[config.mk]
export PLATFORM = sky130hd
export DESIGN_NAME = pira_top
export DESIGN_NICKNAME = d
export VERILOG_FILES = /design/src/rtl/pira_access_fsm.v /design/src/rtl/pira_top.v
export VERILOG_INCLUDE_DIRS = /design/src /design/src/include
export SDC_FILE = /design/constraint.sdc
export NUM_CORES = 1
export LEC_CHECK = 0
export BUFFER_PORTS_ARGS = -buffer_cell sky130_fd_sc_hd__buf_2
export CORE_ASPECT_RATIO = 0.7
export CORE_MARGIN = 1
export CORE_UTILIZATION = 40
export CTS_BUF_LIST = sky130_fd_sc_hd__clkbuf_2
export CTS_CLUSTER_DIAMETER = 150
export DETAILED_ROUTE_END_ITERATION = 8
export GPL_TIMING_DRIVEN = 1
export PLACE_DENSITY_LB_ADDON = 0.05
export SYNTH_ARGS = -nofsm -noshare
export SYNTH_HDL_FRONTEND = slang
export SYNTH_HIERARCHICAL = 1
export SYNTH_SLANG_ARGS = --single-unit
export TNS_END_PERCENT = 30
[constraint.sdc]
create_clock -name aclk -period 2.1 [get_ports aclk]
set_input_delay 0.42 -clock aclk [delete_from_list [all_inputs] [get_ports aclk]]
set_output_delay 0.42 -clock aclk [all_outputs]
set_load 0.01 [all_outputs]
[src/include/pira_consts.vh]
// Constants for the indirect PHY register access bridge.
// Included by the bridge top and its access state machine.
`ifndef PIRA_CONSTS_VH
`define PIRA_CONSTS_VH

// Register indices; the byte address is four times the index
`define PIRA_IDX_DATA 16'hD100
`define PIRA_IDX_ADDR 16'hD101
`define PIRA_IDX_CTRL 16'hD102
`define PIRA_IDX_WDT_CTRL 16'hD111
`define PIRA_IDX_WDT_PERIOD 16'hD112
`define PIRA_IDX_INT_STATUS 16'hD120
`define PIRA_IDX_INT_CLEAR 16'hD121
`define PIRA_IDX_INT_ENABLE 16'hD122

// Reset values
`define PIRA_RST_DATA 16'h0000
`define PIRA_RST_ADDR 16'h0000
`define PIRA_RST_CTRL 16'h1000
`define PIRA_RST_WDT_CTRL 16'h0000
`define PIRA_RST_WDT_PERIOD 16'hFFFF

// Control register fields
`define PIRA_CTRL_STATUS 0
`define PIRA_CTRL_READ_GO 4
`define PIRA_CTRL_WRITE_GO 8
`define PIRA_CTRL_FSM_RST_N 12

// Watchdog control fields
`define PIRA_WDT_ERR 0
`define PIRA_WDT_EN 1

// Interrupt bits
`define PIRA_INT_DONE 0
`define PIRA_INT_WDT 1
`define PIRA_INT_W 2

// Bus widths and responses
`define PIRA_AXI_AW 18
`define PIRA_RESP_OKAY 2'b00
`define PIRA_RESP_SLVERR 2'b10

`endif

[src/rtl/pira_access_fsm.v]
// Access state machine: runs one read or write on the PHY control port.
// Assumes the PHY port is on aclk and answers with a one-cycle ack.
`timescale 1ns/10ps
`default_nettype none
`include "pira_consts.vh"

module pira_access_fsm #(
    parameter W = 16
) (
    // Clock and synchronous reset (bus reset or soft reset)
    input wire aclk,
    input wire fsm_rst_n,
    // Launch requests, accepted only when idle
    input wire launch_wr,
    input wire launch_rd,
    input wire [W-1:0] addr,
    input wire [W-1:0] wdata,
    // Watchdog
    input wire wdt_en,
    input wire [W-1:0] wdt_period,
    // State and events
    output reg busy,
    output reg busy_we,
    output reg done,
    output reg timeout,
    output reg rdata_valid,
    output reg [W-1:0] rdata,
    // PHY control port
    output reg phy_req,
    output reg phy_we,
    output reg [W-1:0] phy_addr,
    output reg [W-1:0] phy_wdata,
    input wire phy_ack,
    input wire [W-1:0] phy_rdata
);

    localparam ST_IDLE = 1'b0;
    localparam ST_BUSY = 1'b1;

    reg state;
    reg [W-1:0] wdt_cnt;

    always @(posedge aclk)
    begin
        done <= 1'b0;
        timeout <= 1'b0;
        rdata_valid <= 1'b0;
        if (!fsm_rst_n)
        begin
            state <= ST_IDLE;
            busy <= 1'b0;
            busy_we <= 1'b0;
            phy_req <= 1'b0;
            phy_we <= 1'b0;
            phy_addr <= {W{1'b0}};
            phy_wdata <= {W{1'b0}};
            rdata <= {W{1'b0}};
            wdt_cnt <= {W{1'b0}};
        end
        else
        begin
            case (state)
                ST_IDLE:
                begin
                    wdt_cnt <= {W{1'b0}};
                    if (launch_wr || launch_rd)
                    begin
                        state <= ST_BUSY;
                        busy <= 1'b1;
                        busy_we <= launch_wr;
                        phy_req <= 1'b1;
                        phy_we <= launch_wr;
                        phy_addr <= addr;
                        phy_wdata <= wdata;
                    end
                end
                ST_BUSY:
                begin
                    if (phy_ack)
                    begin
                        state <= ST_IDLE;
                        busy <= 1'b0;
                        phy_req <= 1'b0;
                        done <= 1'b1;
                        if (!phy_we)
                        begin
                            rdata <= phy_rdata;
                            rdata_valid <= 1'b1;
                        end
                    end
                    else if (wdt_en && wdt_cnt >= wdt_period)
                    begin
                        // Abandon the access; a late ack is then ignored
                        state <= ST_IDLE;
                        busy <= 1'b0;
                        phy_req <= 1'b0;
                        timeout <= 1'b1;
                    end
                    else if (wdt_en)
                    begin
                        wdt_cnt <= wdt_cnt + 1'b1;
                    end
                end
                default:
                begin
                    state <= ST_IDLE;
                    busy <= 1'b0;
                    phy_req <= 1'b0;
                end
            endcase
        end
    end

endmodule // pira_access_fsm

`default_nettype wire

[src/rtl/pira_top.v]
// Indirect PHY register access bridge with an AXI4-Lite register slave.
// Assumes the PHY control port runs on aclk; one access outstanding.
//
// The AXI4-Lite slave port was left to the implementer.
`timescale 1ns/10ps
`default_nettype none
`include "pira_consts.vh"

// Behaviour
// - Completed read puts returned 16-bit value in the data register.
// - Address register holds target address and reads back as written.
// - Writing one to control bit 8 writes data to the held address.
// - Writing one to control bit 4 reads the address; bit self-clears.
// - Read-only status bit 0 clears when any transaction starts.
// - Status bit sets on completion, holds until reset or next start.
// - Control bit 12 low resets the access machine; control resets to 1000h.
// - Watchdog control bit 1 enables the watchdog; register resets to zero.
// - Watchdog period register is 16 bits, resets to FFFFh.
// - Watchdog control bit 0 is read-only error, set by watchdog reset.
module pira_top #(
    parameter AW = `PIRA_AXI_AW
) (
    // Clock and reset
    input wire aclk,
    input wire aresetn,
    // AXI4-Lite write address
    input wire [AW-1:0] s_axi_awaddr,
    input wire [2:0] s_axi_awprot,
    input wire s_axi_awvalid,
    output reg s_axi_awready,
    // AXI4-Lite write data
    input wire [31:0] s_axi_wdata,
    input wire [3:0] s_axi_wstrb,
    input wire s_axi_wvalid,
    output reg s_axi_wready,
    // AXI4-Lite write response
    output reg [1:0] s_axi_bresp,
    output reg s_axi_bvalid,
    input wire s_axi_bready,
    // AXI4-Lite read address
    input wire [AW-1:0] s_axi_araddr,
    input wire [2:0] s_axi_arprot,
    input wire s_axi_arvalid,
    output reg s_axi_arready,
    // AXI4-Lite read data
    output reg [31:0] s_axi_rdata,
    output reg [1:0] s_axi_rresp,
    output reg s_axi_rvalid,
    input wire s_axi_rready,
    // Interrupt
    output reg irq,
    // PHY control port
    output wire phy_req,
    output wire phy_we,
    output wire [15:0] phy_addr,
    output wire [15:0] phy_wdata,
    input wire phy_ack,
    input wire [15:0] phy_rdata
);

    // Registers
    reg [15:0] phy_access_data;
    reg [15:0] phy_access_address;
    reg access_fsm_rst_n;
    reg access_status;
    reg wdt_enable;
    reg wdt_error;
    reg [15:0] wdt_period;
    reg [`PIRA_INT_W-1:0] int_status;
    reg [`PIRA_INT_W-1:0] int_enable;

    // Bus holding registers
    reg [AW-1:0] aw_addr_q;
    reg [31:0] w_data_q;
    reg [3:0] w_strb_q;
    reg [AW-1:0] ar_addr_q;

    // Access machine signals
    wire busy;
    wire busy_we;
    wire done;
    wire timeout;
    wire rdata_valid;
    wire [15:0] rdata;

    function known_idx;
        input [15:0] idx;
        begin
            case (idx)
                `PIRA_IDX_DATA, `PIRA_IDX_ADDR, `PIRA_IDX_CTRL,
                `PIRA_IDX_WDT_CTRL, `PIRA_IDX_WDT_PERIOD,
                `PIRA_IDX_INT_STATUS, `PIRA_IDX_INT_CLEAR,
                `PIRA_IDX_INT_ENABLE:
                    known_idx = 1'b1;
                default:
                    known_idx = 1'b0;
            endcase
        end
    endfunction

    // Byte-lane merge of a 16-bit register
    function [15:0] merge16;
        input [15:0] old;
        input [31:0] data;
        input [3:0] strb;
        begin
            merge16[7:0] = strb[0] ? data[7:0] : old[7:0];
            merge16[15:8] = strb[1] ? data[15:8] : old[15:8];
        end
    endfunction

    // Both halves of a write are held; fires once, bvalid blocks a repeat
    wire wr_fire = !s_axi_awready && !s_axi_wready && !s_axi_bvalid;
    wire [15:0] wr_idx = aw_addr_q[17:2];
    wire wr_ctrl = wr_fire && wr_idx == `PIRA_IDX_CTRL;
    wire [15:0] ctrl_new = merge16({3'b000, access_fsm_rst_n, 12'h000}, w_data_q, w_strb_q);

    wire go_wr = wr_ctrl && w_strb_q[1] && w_data_q[`PIRA_CTRL_WRITE_GO];
    wire go_rd = wr_ctrl && w_strb_q[0] && w_data_q[`PIRA_CTRL_READ_GO];
    // Write wins when both triggers arrive together
    wire can_go = !busy && access_fsm_rst_n;
    wire launch_wr = go_wr && can_go;
    wire launch_rd = go_rd && !go_wr && can_go;
    wire launch = launch_wr || launch_rd;

    wire [15:0] rd_idx = ar_addr_q[17:2];
    wire [`PIRA_INT_W-1:0] int_events;
    wire [`PIRA_INT_W-1:0] int_clear;

    assign int_events = {timeout, done};
    assign int_clear = (wr_fire && wr_idx == `PIRA_IDX_INT_CLEAR && w_strb_q[0])
        ? w_data_q[`PIRA_INT_W-1:0] : {`PIRA_INT_W{1'b0}};

    // Write address and data channels, taken in either order
    always @(posedge aclk)
    begin
        if (!aresetn)
        begin
            s_axi_awready <= 1'b1;
            s_axi_wready <= 1'b1;
            s_axi_bvalid <= 1'b0;
            s_axi_bresp <= `PIRA_RESP_OKAY;
            aw_addr_q <= {AW{1'b0}};
            w_data_q <= 32'h00000000;
            w_strb_q <= 4'h0;
        end
        else
        begin
            if (s_axi_awready && s_axi_awvalid)
            begin
                s_axi_awready <= 1'b0;
                aw_addr_q <= s_axi_awaddr;
            end
            if (s_axi_wready && s_axi_wvalid)
            begin
                s_axi_wready <= 1'b0;
                w_data_q <= s_axi_wdata;
                w_strb_q <= s_axi_wstrb;
            end
            if (wr_fire)
            begin
                s_axi_bvalid <= 1'b1;
                s_axi_bresp <= known_idx(wr_idx) ? `PIRA_RESP_OKAY : `PIRA_RESP_SLVERR;
            end
            if (s_axi_bvalid && s_axi_bready)
            begin
                s_axi_bvalid <= 1'b0;
                s_axi_awready <= 1'b1;
                s_axi_wready <= 1'b1;
            end
        end
    end

    // Read channel: answer one cycle after the address is taken
    always @(posedge aclk)
    begin
        if (!aresetn)
        begin
            s_axi_arready <= 1'b1;
            s_axi_rvalid <= 1'b0;
            s_axi_rresp <= `PIRA_RESP_OKAY;
            s_axi_rdata <= 32'h00000000;
            ar_addr_q <= {AW{1'b0}};
        end
        else
        begin
            if (s_axi_arready && s_axi_arvalid)
            begin
                s_axi_arready <= 1'b0;
                ar_addr_q <= s_axi_araddr;
            end
            if (!s_axi_arready && !s_axi_rvalid)
            begin
                s_axi_rvalid <= 1'b1;
                s_axi_rresp <= known_idx(rd_idx) ? `PIRA_RESP_OKAY : `PIRA_RESP_SLVERR;
                case (rd_idx)
                    `PIRA_IDX_DATA:
                        s_axi_rdata <= {16'h0000, phy_access_data};
                    `PIRA_IDX_ADDR:
                        s_axi_rdata <= {16'h0000, phy_access_address};
                    `PIRA_IDX_CTRL:
                        s_axi_rdata <= {19'h0, access_fsm_rst_n, 3'h0,
                            busy && busy_we, 3'h0, busy && !busy_we,
                            3'h0, access_status};
                    `PIRA_IDX_WDT_CTRL:
                        s_axi_rdata <= {30'h0, wdt_enable, wdt_error};
                    `PIRA_IDX_WDT_PERIOD:
                        s_axi_rdata <= {16'h0000, wdt_period};
                    `PIRA_IDX_INT_STATUS:
                        s_axi_rdata <= {30'h0, int_status};
                    `PIRA_IDX_INT_ENABLE:
                        s_axi_rdata <= {30'h0, int_enable};
                    default:
                        s_axi_rdata <= 32'h00000000;
                endcase
            end
            if (s_axi_rvalid && s_axi_rready)
            begin
                s_axi_rvalid <= 1'b0;
                s_axi_arready <= 1'b1;
            end
        end
    end

    // Reset words as vectors so that single fields can be picked out
    localparam [15:0] CTRL_RESET = `PIRA_RST_CTRL;
    localparam [15:0] WDT_CTRL_RESET = `PIRA_RST_WDT_CTRL;

    // Software-written registers
    always @(posedge aclk)
    begin
        if (!aresetn)
        begin
            phy_access_data <= `PIRA_RST_DATA;
            phy_access_address <= `PIRA_RST_ADDR;
            access_fsm_rst_n <= CTRL_RESET[`PIRA_CTRL_FSM_RST_N];
            wdt_enable <= WDT_CTRL_RESET[`PIRA_WDT_EN];
            wdt_period <= `PIRA_RST_WDT_PERIOD;
            int_enable <= {`PIRA_INT_W{1'b0}};
        end
        else
        begin
            // Returned read data wins over a same-cycle software write
            if (rdata_valid)
                phy_access_data <= rdata;
            else if (wr_fire && wr_idx == `PIRA_IDX_DATA)
                phy_access_data <= merge16(phy_access_data, w_data_q, w_strb_q);
            if (wr_fire && wr_idx == `PIRA_IDX_ADDR)
                phy_access_address <= merge16(phy_access_address, w_data_q, w_strb_q);
            if (wr_ctrl)
                access_fsm_rst_n <= ctrl_new[`PIRA_CTRL_FSM_RST_N];
            if (wr_fire && wr_idx == `PIRA_IDX_WDT_CTRL && w_strb_q[0])
                wdt_enable <= w_data_q[`PIRA_WDT_EN];
            if (wr_fire && wr_idx == `PIRA_IDX_WDT_PERIOD)
                wdt_period <= merge16(wdt_period, w_data_q, w_strb_q);
            if (wr_fire && wr_idx == `PIRA_IDX_INT_ENABLE && w_strb_q[0])
                int_enable <= w_data_q[`PIRA_INT_W-1:0];
        end
    end

    // Hardware status flags
    always @(posedge aclk)
    begin
        if (!aresetn)
        begin
            access_status <= 1'b0;
            wdt_error <= 1'b0;
            int_status <= {`PIRA_INT_W{1'b0}};
            irq <= 1'b0;
        end
        else
        begin
            if (launch)
                access_status <= 1'b0;
            else if (done)
                access_status <= 1'b1;
            if (launch)
                wdt_error <= 1'b0;
            else if (timeout)
                wdt_error <= 1'b1;
            // Set wins over a clear in the same cycle
            int_status <= (int_status & ~int_clear) | int_events;
            irq <= |(((int_status & ~int_clear) | int_events) & int_enable);
        end
    end

    // Soft reset holds the machine idle; a timeout idles it from inside
    wire fsm_rst_n = aresetn && access_fsm_rst_n;

    pira_access_fsm #(
        .W(16)
    ) u_access_fsm (
        .aclk(aclk),
        .fsm_rst_n(fsm_rst_n),
        .launch_wr(launch_wr),
        .launch_rd(launch_rd),
        .addr(phy_access_address),
        .wdata(phy_access_data),
        .wdt_en(wdt_enable),
        .wdt_period(wdt_period),
        .busy(busy),
        .busy_we(busy_we),
        .done(done),
        .timeout(timeout),
        .rdata_valid(rdata_valid),
        .rdata(rdata),
        .phy_req(phy_req),
        .phy_we(phy_we),
        .phy_addr(phy_addr),
        .phy_wdata(phy_wdata),
        .phy_ack(phy_ack),
        .phy_rdata(phy_rdata)
    );

endmodule // pira_top

`default_nettype wire

==> key figures, run 1 <==
Status
  – Status: finished with violations
  – Violated checks: setup timing

Floorplan
  – Row count: 45
  – Num ports: 178
  – Die height: 127 um
  – Core area: 21700 um^2
  – Starting Density: 40.9%
  – Die width: 180 um
  – Die footprint: 22800 um^2

Run
  – Max cap viols: 0

Synthesis
  – Post-synth EDFFs: 0
  – Netlist area before placement: 8890 um^2
  – Dominant cells by area after synthesis: dfxtp_1, nand2_1, a21boi_0
  – Yosys reg bits: 200
  – Synth cell count leaders: nand2_1, dfxtp_1, a21boi_0
  – Synth cell types: 65
  – Count leader, synth: nand2_1
  – Yosys top cell area share: 45.0%
  – Syn Inst Count: 1023
  – Area leader, netlist: dfxtp_1
  – Yosys warnings: 6
  – Register area share after synthesis: 45.0%
  – Average size of a mapped cell: 8.69 um^2
  – Leading register cell type out of synthesis: dfxtp_1
  – Async set-or-reset flop fraction in the synthesized netlist: 0%

Timing
  – Worst clock skew: 41.7 ps
  – Hold Violations, Final: 0
  – Slew @ Worst Pin: 575 ps
  – Number of setup violations in the final report: 9
  – Minimum clock period: 2150 ps
  – Tcrit/Tclk final: 103%
  – Max-slew violations: 0
  – Hold Slack: 110 ps
  – Slew HR: 61.6%
  – Worst Setup Slack, final: -55.0 ps
  – RSZ-0062 raised after global routing: true
  – Max Clk Rate: 464 MHz

Global route
  – First-pass GRT wire length: 41000 um
  – Vias in the first global route: 7228
  – Total Routing Usage GR: 23.2%
  – Largest net degree at the start of global routing: 87
  – Initial antenna violation count: 1
  – Gr busiest metal: met1
  – M2 GR Usage: 31.1%
  – Global route overflow: 0
  – GR Util met3: 4.11%
  – Grt met1 use: 37.6%

Clocking
  – CTS tree: done
  – Clock Pin Slew Worst Setup and Hold Paths: 280 ps
  – Max Buffers Root-to-Sink: 2
  – Worst skew pair latency: 790 ps
  – Max H-tree Level: 4
  – CTS Buf Count: 17
  – Root Buffer Master: clkbuf_2
  – # clock sinks: 200

Power
  – Peak VDD IR: 367 uV
  – PwrDens: 552 nW/um^2
  – Leak: 0.00476 uW

Critical path
  – Worst setup startpoint: wdt_period[14]
  – Critical Path Start Type: flip-flop
  – Data arrival, critical path: 2880 ps
  – Critical path endpoint category: flip-flop
  – Critical Path Sink: u_access_fsm/wdt_cnt[14]
  – Beginning of the worst register-to-register path: wdt_period[14]
  – Worst-case reg-to-reg path depth: 9
  – Crit path kind: flip-flop to flip-flop
  – Flop2flop setup slack: -50 ps
  – R2R Path End: u_access_fsm/wdt_cnt[14]
  – WP data required: 2830 ps
  – Critical path fanouts, max: 8

Routing
  – Drt pass-1 iters: 5
  – DRT antenna net count: 0
  – Final wirelength: 26500 um
  – Initial DRC count: 570
  – Vias: 7877
  – Routed len/inst: 16.9 um
  – DR vias/cell: 5.01
  – DRC viols: 0

Placement
  – GPL Wtd Cong: 0.831
  – Buffers on Ports: 131
  – Hpwl dp: 18800 um

Final layout
  – Share of layout cells above drive strength 1: 26.1%
  – Layout Nets: 1395
  – Final Core Density: 53.4%
  – Area grow syn2layout: 30.6%

Worst hold path
  – Worst hold path type: primary input to flip-flop
-- worst min path at each step --
| stage | startpoint | end | cells after the start |
|---|---|---|---|
| after CTS | aresetn | access_fsm_rst_n | 3 |
| final | aresetn | access_fsm_rst_n | 3 |
| after floorplan | wdt_error | wdt_error | 2 |
| after global routing | aresetn | access_fsm_rst_n | 3 |
| after global placement | s_axi_rdata[8] | s_axi_rdata[8] | 2 |
| after detailed placement | s_axi_rdata[8] | s_axi_rdata[8] | 2 |
-- stage by stage --
step	worst slack, ps	TNS [ps]	instances	area [um^2]	power (uW)
floorplan	-41.4	-179	1040	9020	4290
global route	-142	-1630	1571	11600	6700
global placement	-97.4	-647	1454	10300	4470
CTS	-74.2	-264	1564	11400	6460
detailed placement	-139	-1040	1454	10300	4480
finish	-55.0	-250	1571	11600	6410
-- metal layers --
layer  part of all wire, %  up-vias
met2                    38      215
met4                  0.64        0
met1                    56     3656
met5                     0        -
li1                      -     3992
met3                   5.4       14
-- worst max-delay path, cell delays in order, from the launching register on --
cell       delay (ps)
dfxtp_2           410
inv_2              50
ha_4              210
nand4_1           130
inv_2              70
a2111oi_4         330
buf_4             190
o21ai_4            90
or4_4             520
a21oi_2           130
-- power by group --
group,leakage (uW),internal (uW),switching [uW]
clock,0.000137,464,1420
sequential,0.00162,3880,87.5
combinational,0.00301,290,269
-- placed cells by master (no fill, tap or decap), types with 4 or more instances in the layout --
cell type      Yosys  layout
a21boi_0         104      80
a21boi_1           4      28
a21oi_1           37      32
a21oi_2            6      10
a222oi_1           9       9
and2_1             9       9
buf_12             0      11
buf_2              5     131
buf_4             21      74
clkbuf_2           0      17
clkinv_4           0       5
conb_1             1      18
dfxtp_1          200     184
dfxtp_2            0      15
dlygate4sd3_1      0      74
ha_1              17      10
ha_4               0       7
inv_1             25      18
inv_2              0       7
inv_8              0       4
mux2i_1           47      47
nand2_1          280     276
nand3_1           13      13
nand4_1            8       8
nor2_1            26      22
nor2b_1           18      18
o21ai_0           31      29
o21ai_1           12      12
o21ai_2            6       8
o31ai_1            6       6
or4_1              7       5
-- registers in the layout, summed over array words and instances, names as in the netlist, 16 cells and up --
name	flops
ar_addr_q	16
aw_addr_q	16
phy_access_address	16
phy_access_data	16
s_axi_rdata	16
u_access_fsm/phy_addr	16
u_access_fsm/phy_wdata	16
u_access_fsm/rdata	16
u_access_fsm/wdt_cnt	16
w_data_q	16
wdt_period	16
-- layout make-up --
class	instances	area, um^2
Timing Repair Buffer	293	2220
Multi-Input combinational cell	739	4680
Clock buffer	17	85.1
Tap cell	282	353
Sequential cell	200	4030
Inverter	25	93.8
Clock inverter	14	143
Fill cell	2119	10100
Antenna cell	1	2.50
-- logic make-up (layout without fill, tap and decap cells) --
logic type | after synthesis | after routing | synth area share (%)
compound gates | 242 | 243 | 19.1
xor+xnor | 4 | 4 | 0.394
fa+ha+maj | 17 | 17 | 2.39
buf+inv | 102 | 349 | 5.60
flops | 200 | 200 | 45.0
mux | 49 | 49 | 5.55
other cells | 1 | 19 | 0.0422
simple gates | 408 | 408 | 21.8
-- what timing repair did --
action	4_1_cts	5_1_grt
pin swaps	14	15
setup endpoints to repair	44	79
setup buffers	4	3
gates resized for setup	21	61
hold buffers	74	0
cloned	1	3
endpoints found under the hold margin	72	0
(Power assumes the default switching activity.)
==> inputs of run 2 (changes only) <==
--- a/config.mk
+++ b/config.mk
@@ -7,9 +7,9 @@
 export NUM_CORES = 1
 export LEC_CHECK = 0
 export BUFFER_PORTS_ARGS = -buffer_cell sky130_fd_sc_hd__buf_2
-export CORE_ASPECT_RATIO = 0.7
+export CORE_ASPECT_RATIO = 2
 export CORE_MARGIN = 1
-export CORE_UTILIZATION = 40
+export CORE_UTILIZATION = 52
 export CTS_BUF_LIST = sky130_fd_sc_hd__clkbuf_2
 export CTS_CLUSTER_DIAMETER = 150
 export DETAILED_ROUTE_END_ITERATION = 8
==> key figures, run 2 (synthesized netlist as in run 1, its figures left out) <==
Worst hold path
  – WHS Path Cells: 4
  – Worst hold path type: primary input to flip-flop

Timing
  – Hold Slack: 281 ps
  – RSZ-0062 raised after global routing: true
  – Slew @ Worst Pin: 705 ps
  – Slew HR: 52.9%
  – Hold Violations, Final: 0
  – Worst Setup Slack, final: -148 ps
  – Number of setup violations in the final report: 11
  – Max-slew violations: 0
  – Max Clk Rate: 445 MHz
  – Minimum clock period: 2250 ps
  – Tcrit/Tclk final: 107%
  – Worst clock skew: 41.6 ps

Global route
  – Initial antenna violation count: 1
  – Total Routing Usage GR: 30.0%
  – First-pass GRT wire length: 40300 um
  – Largest net degree at the start of global routing: 70
  – Vias in the first global route: 8040
  – Global route overflow: 0

Final layout
  – Area of the multi-input gates: 4690 um^2
  – Final Core Density: 68.9%
  – Layout Nets: 1390
  – Commonest non-fill, non-tap cell in the layout: nand2_1
  – Most frequent cells in the layout: nand2_1, dfxtp_1, buf_2, a21boi_0, dlygate4sd3_1
  – Reg area: 4030 um^2
  – Final instance count without filler cells: 1492
  – Filler cells: 1478
  – Share of layout cells above drive strength 1: 26.2%
  – Area grow syn2layout: 29.9%

Critical path
  – Worst-case reg-to-reg path depth: 8
  – Critical Path Start Type: flip-flop
  – Data arrival, critical path: 2990 ps
  – WP data required: 2840 ps
  – CP max stage cell: or4_4
  – Top Family by Delay on Critical Path: simple AND/OR/NAND/NOR gates
  – WP depth: 8
  – Critical path fanouts, max: 7
  – Critical path endpoint category: flip-flop
  – CP max stage delay: 550 ps
  – Crit path kind: flip-flop to flip-flop
  – Buf/Inv on CP: 2
  – Worst path cell trace: ha_4 > nand4_1 > inv_2 > a2111oi_4 > buf_4 > o21ai_4 > or4_4 > a21oi_2

Clocking
  – CTS Buf Count: 17
  – Max Buffers Root-to-Sink: 2
  – Root Buffer Master: clkbuf_2
  – Max H-tree Level: 4
  – Worst skew pair latency: 790 ps
  – CTS tree: done
  – Clock Pin Slew Worst Setup and Hold Paths: 290 ps
  – # clock sinks: 200

Placement
  – Placed Cells: 1374
  – Hpwl dp: 18300 um
  – GPL Wtd Cong: 0.874
  – Pre-CTS setup slack: -144 ps
  – Buffers on Ports: 131

Status
  – Status: finished with violations
  – Violated checks: setup timing

Floorplan
  – Die width: 94.5 um
  – Starting Density: 53.0%
  – Die footprint: 17700 um^2
  – Row count: 67
  – Core area: 16800 um^2
  – Die height: 187 um
  – Num ports: 178

Routing
  – Final wirelength: 26500 um
  – DRC viols: 0
  – DR vias/cell: 5.44
  – Vias: 8113
  – DRT antenna net count: 0
  – Routed len/inst: 17.8 um
  – Initial DRC count: 333
  – Drt pass-1 iters: 5

Run
  – Max cap viols: 0

Power
  – Leak: 0.00481 uW
  – Final Power: 6500 uW
  – PwrDens: 563 nW/um^2
  – Peak VDD IR: 461 uV
## run 2: cell types whose count changed in the layout (fill, tap and decap cells not counted), moves of 3 or more
cell	delta
nand2_4	+3
inv_6	+6
a21boi_0	-4
clkinv_4	-3
inv_8	-4
buf_4	-7
a21boi_2	+4
## run 2: final cells by class
cell class / count / share of cell area [%]
Clock inverter: 14 / 1.42
Timing Repair Buffer: 288 / 19.2
Clock buffer: 18 / 0.780
Multi-Input combinational cell: 739 / 40.7
Inverter: 25 / 0.813
Sequential cell: 200 / 34.9
Antenna cell: 1 / 0.0217
Tap cell: 207 / 2.24
## run 2: metal layers
layer	up-vias	wire length [um]	track usage, %
met4	0	1600	17.9
met3	88	946	4.15
met2	241	14500	56.4
met1	3816	9450	30.0
met5	-	0	0
li1	3968	-	-
## run 2: metrics by stage
step | instance area, um^2 | setup TNS [ps]
after CTS | 11300 | -276
after detailed placement | 10200 | -1020
after floorplan | 9020 | -179
after global routing | 11500 | -2760
after global placement | 10200 | -898
final | 11500 | -1020
## run 2: path summary, 6_finish.rpt
check / from / endpoint / slack (ps)
hold / removal: s_axi_arvalid / ar_addr_q[6] / 280
hold reg to reg: s_axi_rdata[3] / s_axi_rdata[3] / 460
setup reg to reg: u_access_fsm/wdt_cnt[12] / u_access_fsm/wdt_cnt[14] / -150
setup / recovery: u_access_fsm/wdt_cnt[12] / u_access_fsm/wdt_cnt[14] / -150
## run 2: power by group
group,leakage [uW],internal [uW],switching [uW],total (uW)
Combinational,0.00303,293,279,572
Clock,0.000155,592,1380,1970
Sequential,0.00162,3880,78.5,3950
## run 2: tightest hold or removal path, stage by stage
cell	delay, ps
buf_2	100
nand2_1	300
nand2_1	160
a21boi_0	60
## run 2: timing repair
action                                  4_1_cts  5_1_grt
gates resized for setup                      17       73
hold endpoints to repair                     76        0
buffers inserted                              3        2
pin swaps                                    15       15
endpoints found under the setup margin       13       52
gates cloned                                  1        4
hold buffers                                 75        0
==> inputs of run 3 (changes only) <==
--- a/config.mk
+++ b/config.mk
@@ -6,6 +6,8 @@
 export SDC_FILE = /design/constraint.sdc
 export NUM_CORES = 1
 export LEC_CHECK = 0
+export ABC_AREA = 1
+export ABC_CLOCK_PERIOD_IN_PS = 2100
 export BUFFER_PORTS_ARGS = -buffer_cell sky130_fd_sc_hd__buf_2
 export CORE_ASPECT_RATIO = 2
 export CORE_MARGIN = 1
@@ -17,6 +19,5 @@
 export PLACE_DENSITY_LB_ADDON = 0.05
 export SYNTH_ARGS = -nofsm -noshare
 export SYNTH_HDL_FRONTEND = slang
-export SYNTH_HIERARCHICAL = 1
 export SYNTH_SLANG_ARGS = --single-unit
 export TNS_END_PERCENT = 30
==> key figures, run 3 <==
Status
  – Status: complete, no violations

Synthesis
  – Async set-or-reset flop fraction in the synthesized netlist: 0%
  – Synth Area in Compound Gates: 13.7%
  – Mux contribution to synthesized area: 0%
  – Count leader, synth: nor2_1
  – Average size of a mapped cell: 7.09 um^2
  – Simple-gate share of the synthesized area: 29.3%
  – Syn Inst Count: 1273
  – Leading register cell type out of synthesis: dfxtp_1
  – Post-synth EDFFs: 0
  – Adder-Cell Fraction of Synth Area: 2.36%
  – Yosys reg bits: 200
  – Area leader, netlist: dfxtp_1
  – Register area share after synthesis: 44.4%
  – Dominant cells by area after synthesis: dfxtp_1, nor2_1, nand2_1
  – Yosys top cell area share: 44.4%
  – Synth cell types: 32
  – Largest family of logic cells by synthesized area: simple AND/OR/NAND/NOR gates
  – Netlist area before placement: 9020 um^2
  – Synth cell count leaders: nor2_1, nand2_1, dfxtp_1
  – Yosys warnings: 0
  – Post-Synth XOR/XNOR Area: 0.582%

Placement
  – GPL Wtd Cong: 0.930
  – Hpwl dp: 18700 um
  – Buffers on Ports: 131
  – Pre-CTS setup slack: 216 ps

Final layout
  – Area grow syn2layout: 21.0%
  – Share of layout cells above drive strength 1: 15.1%
  – Layout Nets: 1594
  – Most frequent cells in the layout: nor2_1, nand2_1, dfxtp_1, buf_2, inv_1
  – Commonest non-fill, non-tap cell in the layout: nor2_1
  – Filler cells: 1592

Clocking
  – Post-CTS setup buffers: 0
  – Clock Pin Slew Worst Setup and Hold Paths: 290 ps
  – Max Buffers Root-to-Sink: 2
  – Worst skew pair latency: 800 ps
  – CTS tree: done
  – CTS Buf Count: 17
  – # clock sinks: 200
  – Max H-tree Level: 4
  – Root Buffer Master: clkbuf_2

Critical path
  – Crit path kind: flip-flop to output port
  – Critical Path Start Type: flip-flop
  – Critical path fanouts, max: 5
  – CP max stage cell: dfxtp_1
  – Data arrival, critical path: 1490 ps
  – Critical path endpoint category: output port
  – WP data required: 1680 ps
  – Buf/Inv on CP: 1
  – Worst-case reg-to-reg path depth: 11
  – Worst path cell trace: buf_2
  – Flop2flop setup slack: 230 ps
  – Worst setup startpoint: u_access_fsm.busy
  – WP depth: 1
  – Top Family by Delay on Critical Path: flip-flops
  – Beginning of the worst register-to-register path: wdt_period[10]
  – CP max stage delay: 520 ps
  – Critical Path Sink: phy_req
  – R2R Path End: u_access_fsm.wdt_cnt[12]

Timing
  – RSZ-0062 raised after global routing: false
  – Tcrit/Tclk final: 90.9%
  – Number of setup violations in the final report: 0
  – Hold Slack: 81.9 ps
  – Hold Violations, Final: 0
  – Slew HR: 57.9%
  – Worst Setup Slack, final: 192 ps
  – Max Clk Rate: 524 MHz
  – Setup TNS Final: 0 ps
  – Worst clock skew: 46.1 ps
  – Slew @ Worst Pin: 629 ps
  – Minimum clock period: 1910 ps
  – Max-slew violations: 0

Global route
  – Vias in the first global route: 8353
  – First-pass GRT wire length: 40700 um
  – Largest net degree at the start of global routing: 66
  – Initial antenna violation count: 1
  – Total Routing Usage GR: 29.5%
  – Global route overflow: 0

Power
  – Final Power: 6610 uW
  – Peak VDD IR: 558 uV
  – PwrDens: 606 nW/um^2
  – Leak: 0.00504 uW

Worst hold path
  – Worst hold path type: primary input to flip-flop

Routing
  – DRC viols: 0
  – Drt pass-1 iters: 5
  – Vias: 8792
  – DRT antenna net count: 0
  – Initial DRC count: 398
  – Routed len/inst: 14.9 um
  – DR vias/cell: 5.18
  – Final wirelength: 25200 um

Floorplan
  – Starting Density: 53.5%
  – Die height: 188 um
  – Num ports: 178
  – Row count: 67
  – Core area: 16800 um^2
  – Die width: 95.1 um
  – Die footprint: 17900 um^2

Run
  – Max cap viols: 0
==> run 3: cell types whose count changed after synthesis, moves of 12 or more <==
| cell | before | now |
|---|---|---|
| inv_1 | 25 | 119 |
| a21oi_1 | 37 | 72 |
| nor2_1 | 26 | 250 |
| a21boi_0 | 104 | 0 |
| nor2b_1 | 18 | 0 |
| mux2i_1 | 47 | 0 |
| nand3_1 | 13 | 116 |
| o211ai_1 | 2 | 29 |
| o21ai_0 | 31 | 102 |
| a211oi_1 | 2 | 18 |
| o21ai_1 | 12 | 0 |
| nand2_1 | 280 | 205 |
==> run 3: per-stage QoR <==
stage / instances / util [%] / cell area (um^2)
2_1_floorplan: 1290 / - / 9090
3_3_place_gp: 1591 / 58.9 / 9920
3_5_place_dp: 1591 / 58.9 / 9920
4_1_cts: 1695 / 64.7 / 10900
5_1_grt: 1696 / 64.8 / 10900
6_report: 1696 / 64.8 / 10900
==> run 3: layout make-up <==
cell class / count / area [um^2] / share of cell area, %
inverter: 124 / 467 / 4.28
timing repair buffer: 244 / 1700 / 15.6
clock inverter: 14 / 169 / 1.55
antenna: 1 / 2.50 / 0.0229
multi-input combinational: 888 / 4220 / 38.7
sequential: 200 / 4010 / 36.7
clock buffer: 18 / 90.1 / 0.825
tap: 207 / 259 / 2.37
==> run 3: metal layers <==
layer / routed length, um / GRT usage, % / share of wire, %
met4: 1460 / 18.2 / 5.8
met5: 0 / 0 / 0
met1: 9770 / 32.4 / 39
met2: 13100 / 52.1 / 52
met3: 827 / 3.55 / 3.3
==> run 3: logic make-up after synthesis <==
kind of cell | count (synthesis)
other cells | 1
compound gates | 223
simple gates | 624
xor+xnor | 6
flops | 200
buf+inv | 202
fa+ha+maj | 17
==> run 3: worst min path at each step <==
stage,start,endpoint,slack (ps),cells after the start
floorplan,aw_addr_q[11],aw_addr_q[11],430,2
global placement,aw_addr_q[12],aw_addr_q[12],440,2
detailed placement,aw_addr_q[12],aw_addr_q[12],450,2
CTS,s_axi_awvalid,s_axi_awready,5,5
global route,aresetn,wdt_period[6],50,3
finish,s_axi_arvalid,s_axi_arready,80,4
==> run 3: what timing repair did <==
item,4_1_cts,5_1_grt
hold endpoints to repair,74,0
gates resized for setup,0,4
hold buffers,72,0
endpoints found under the setup margin,0,19
==> run 3: report_power, final <==
part           total, uW  internal (uW)  switching (uW)  leakage (uW)
Sequential          3970           3910            61.3       0.00162
Combinational        639            264             374       0.00326
Clock               2000            683            1320      0.000159
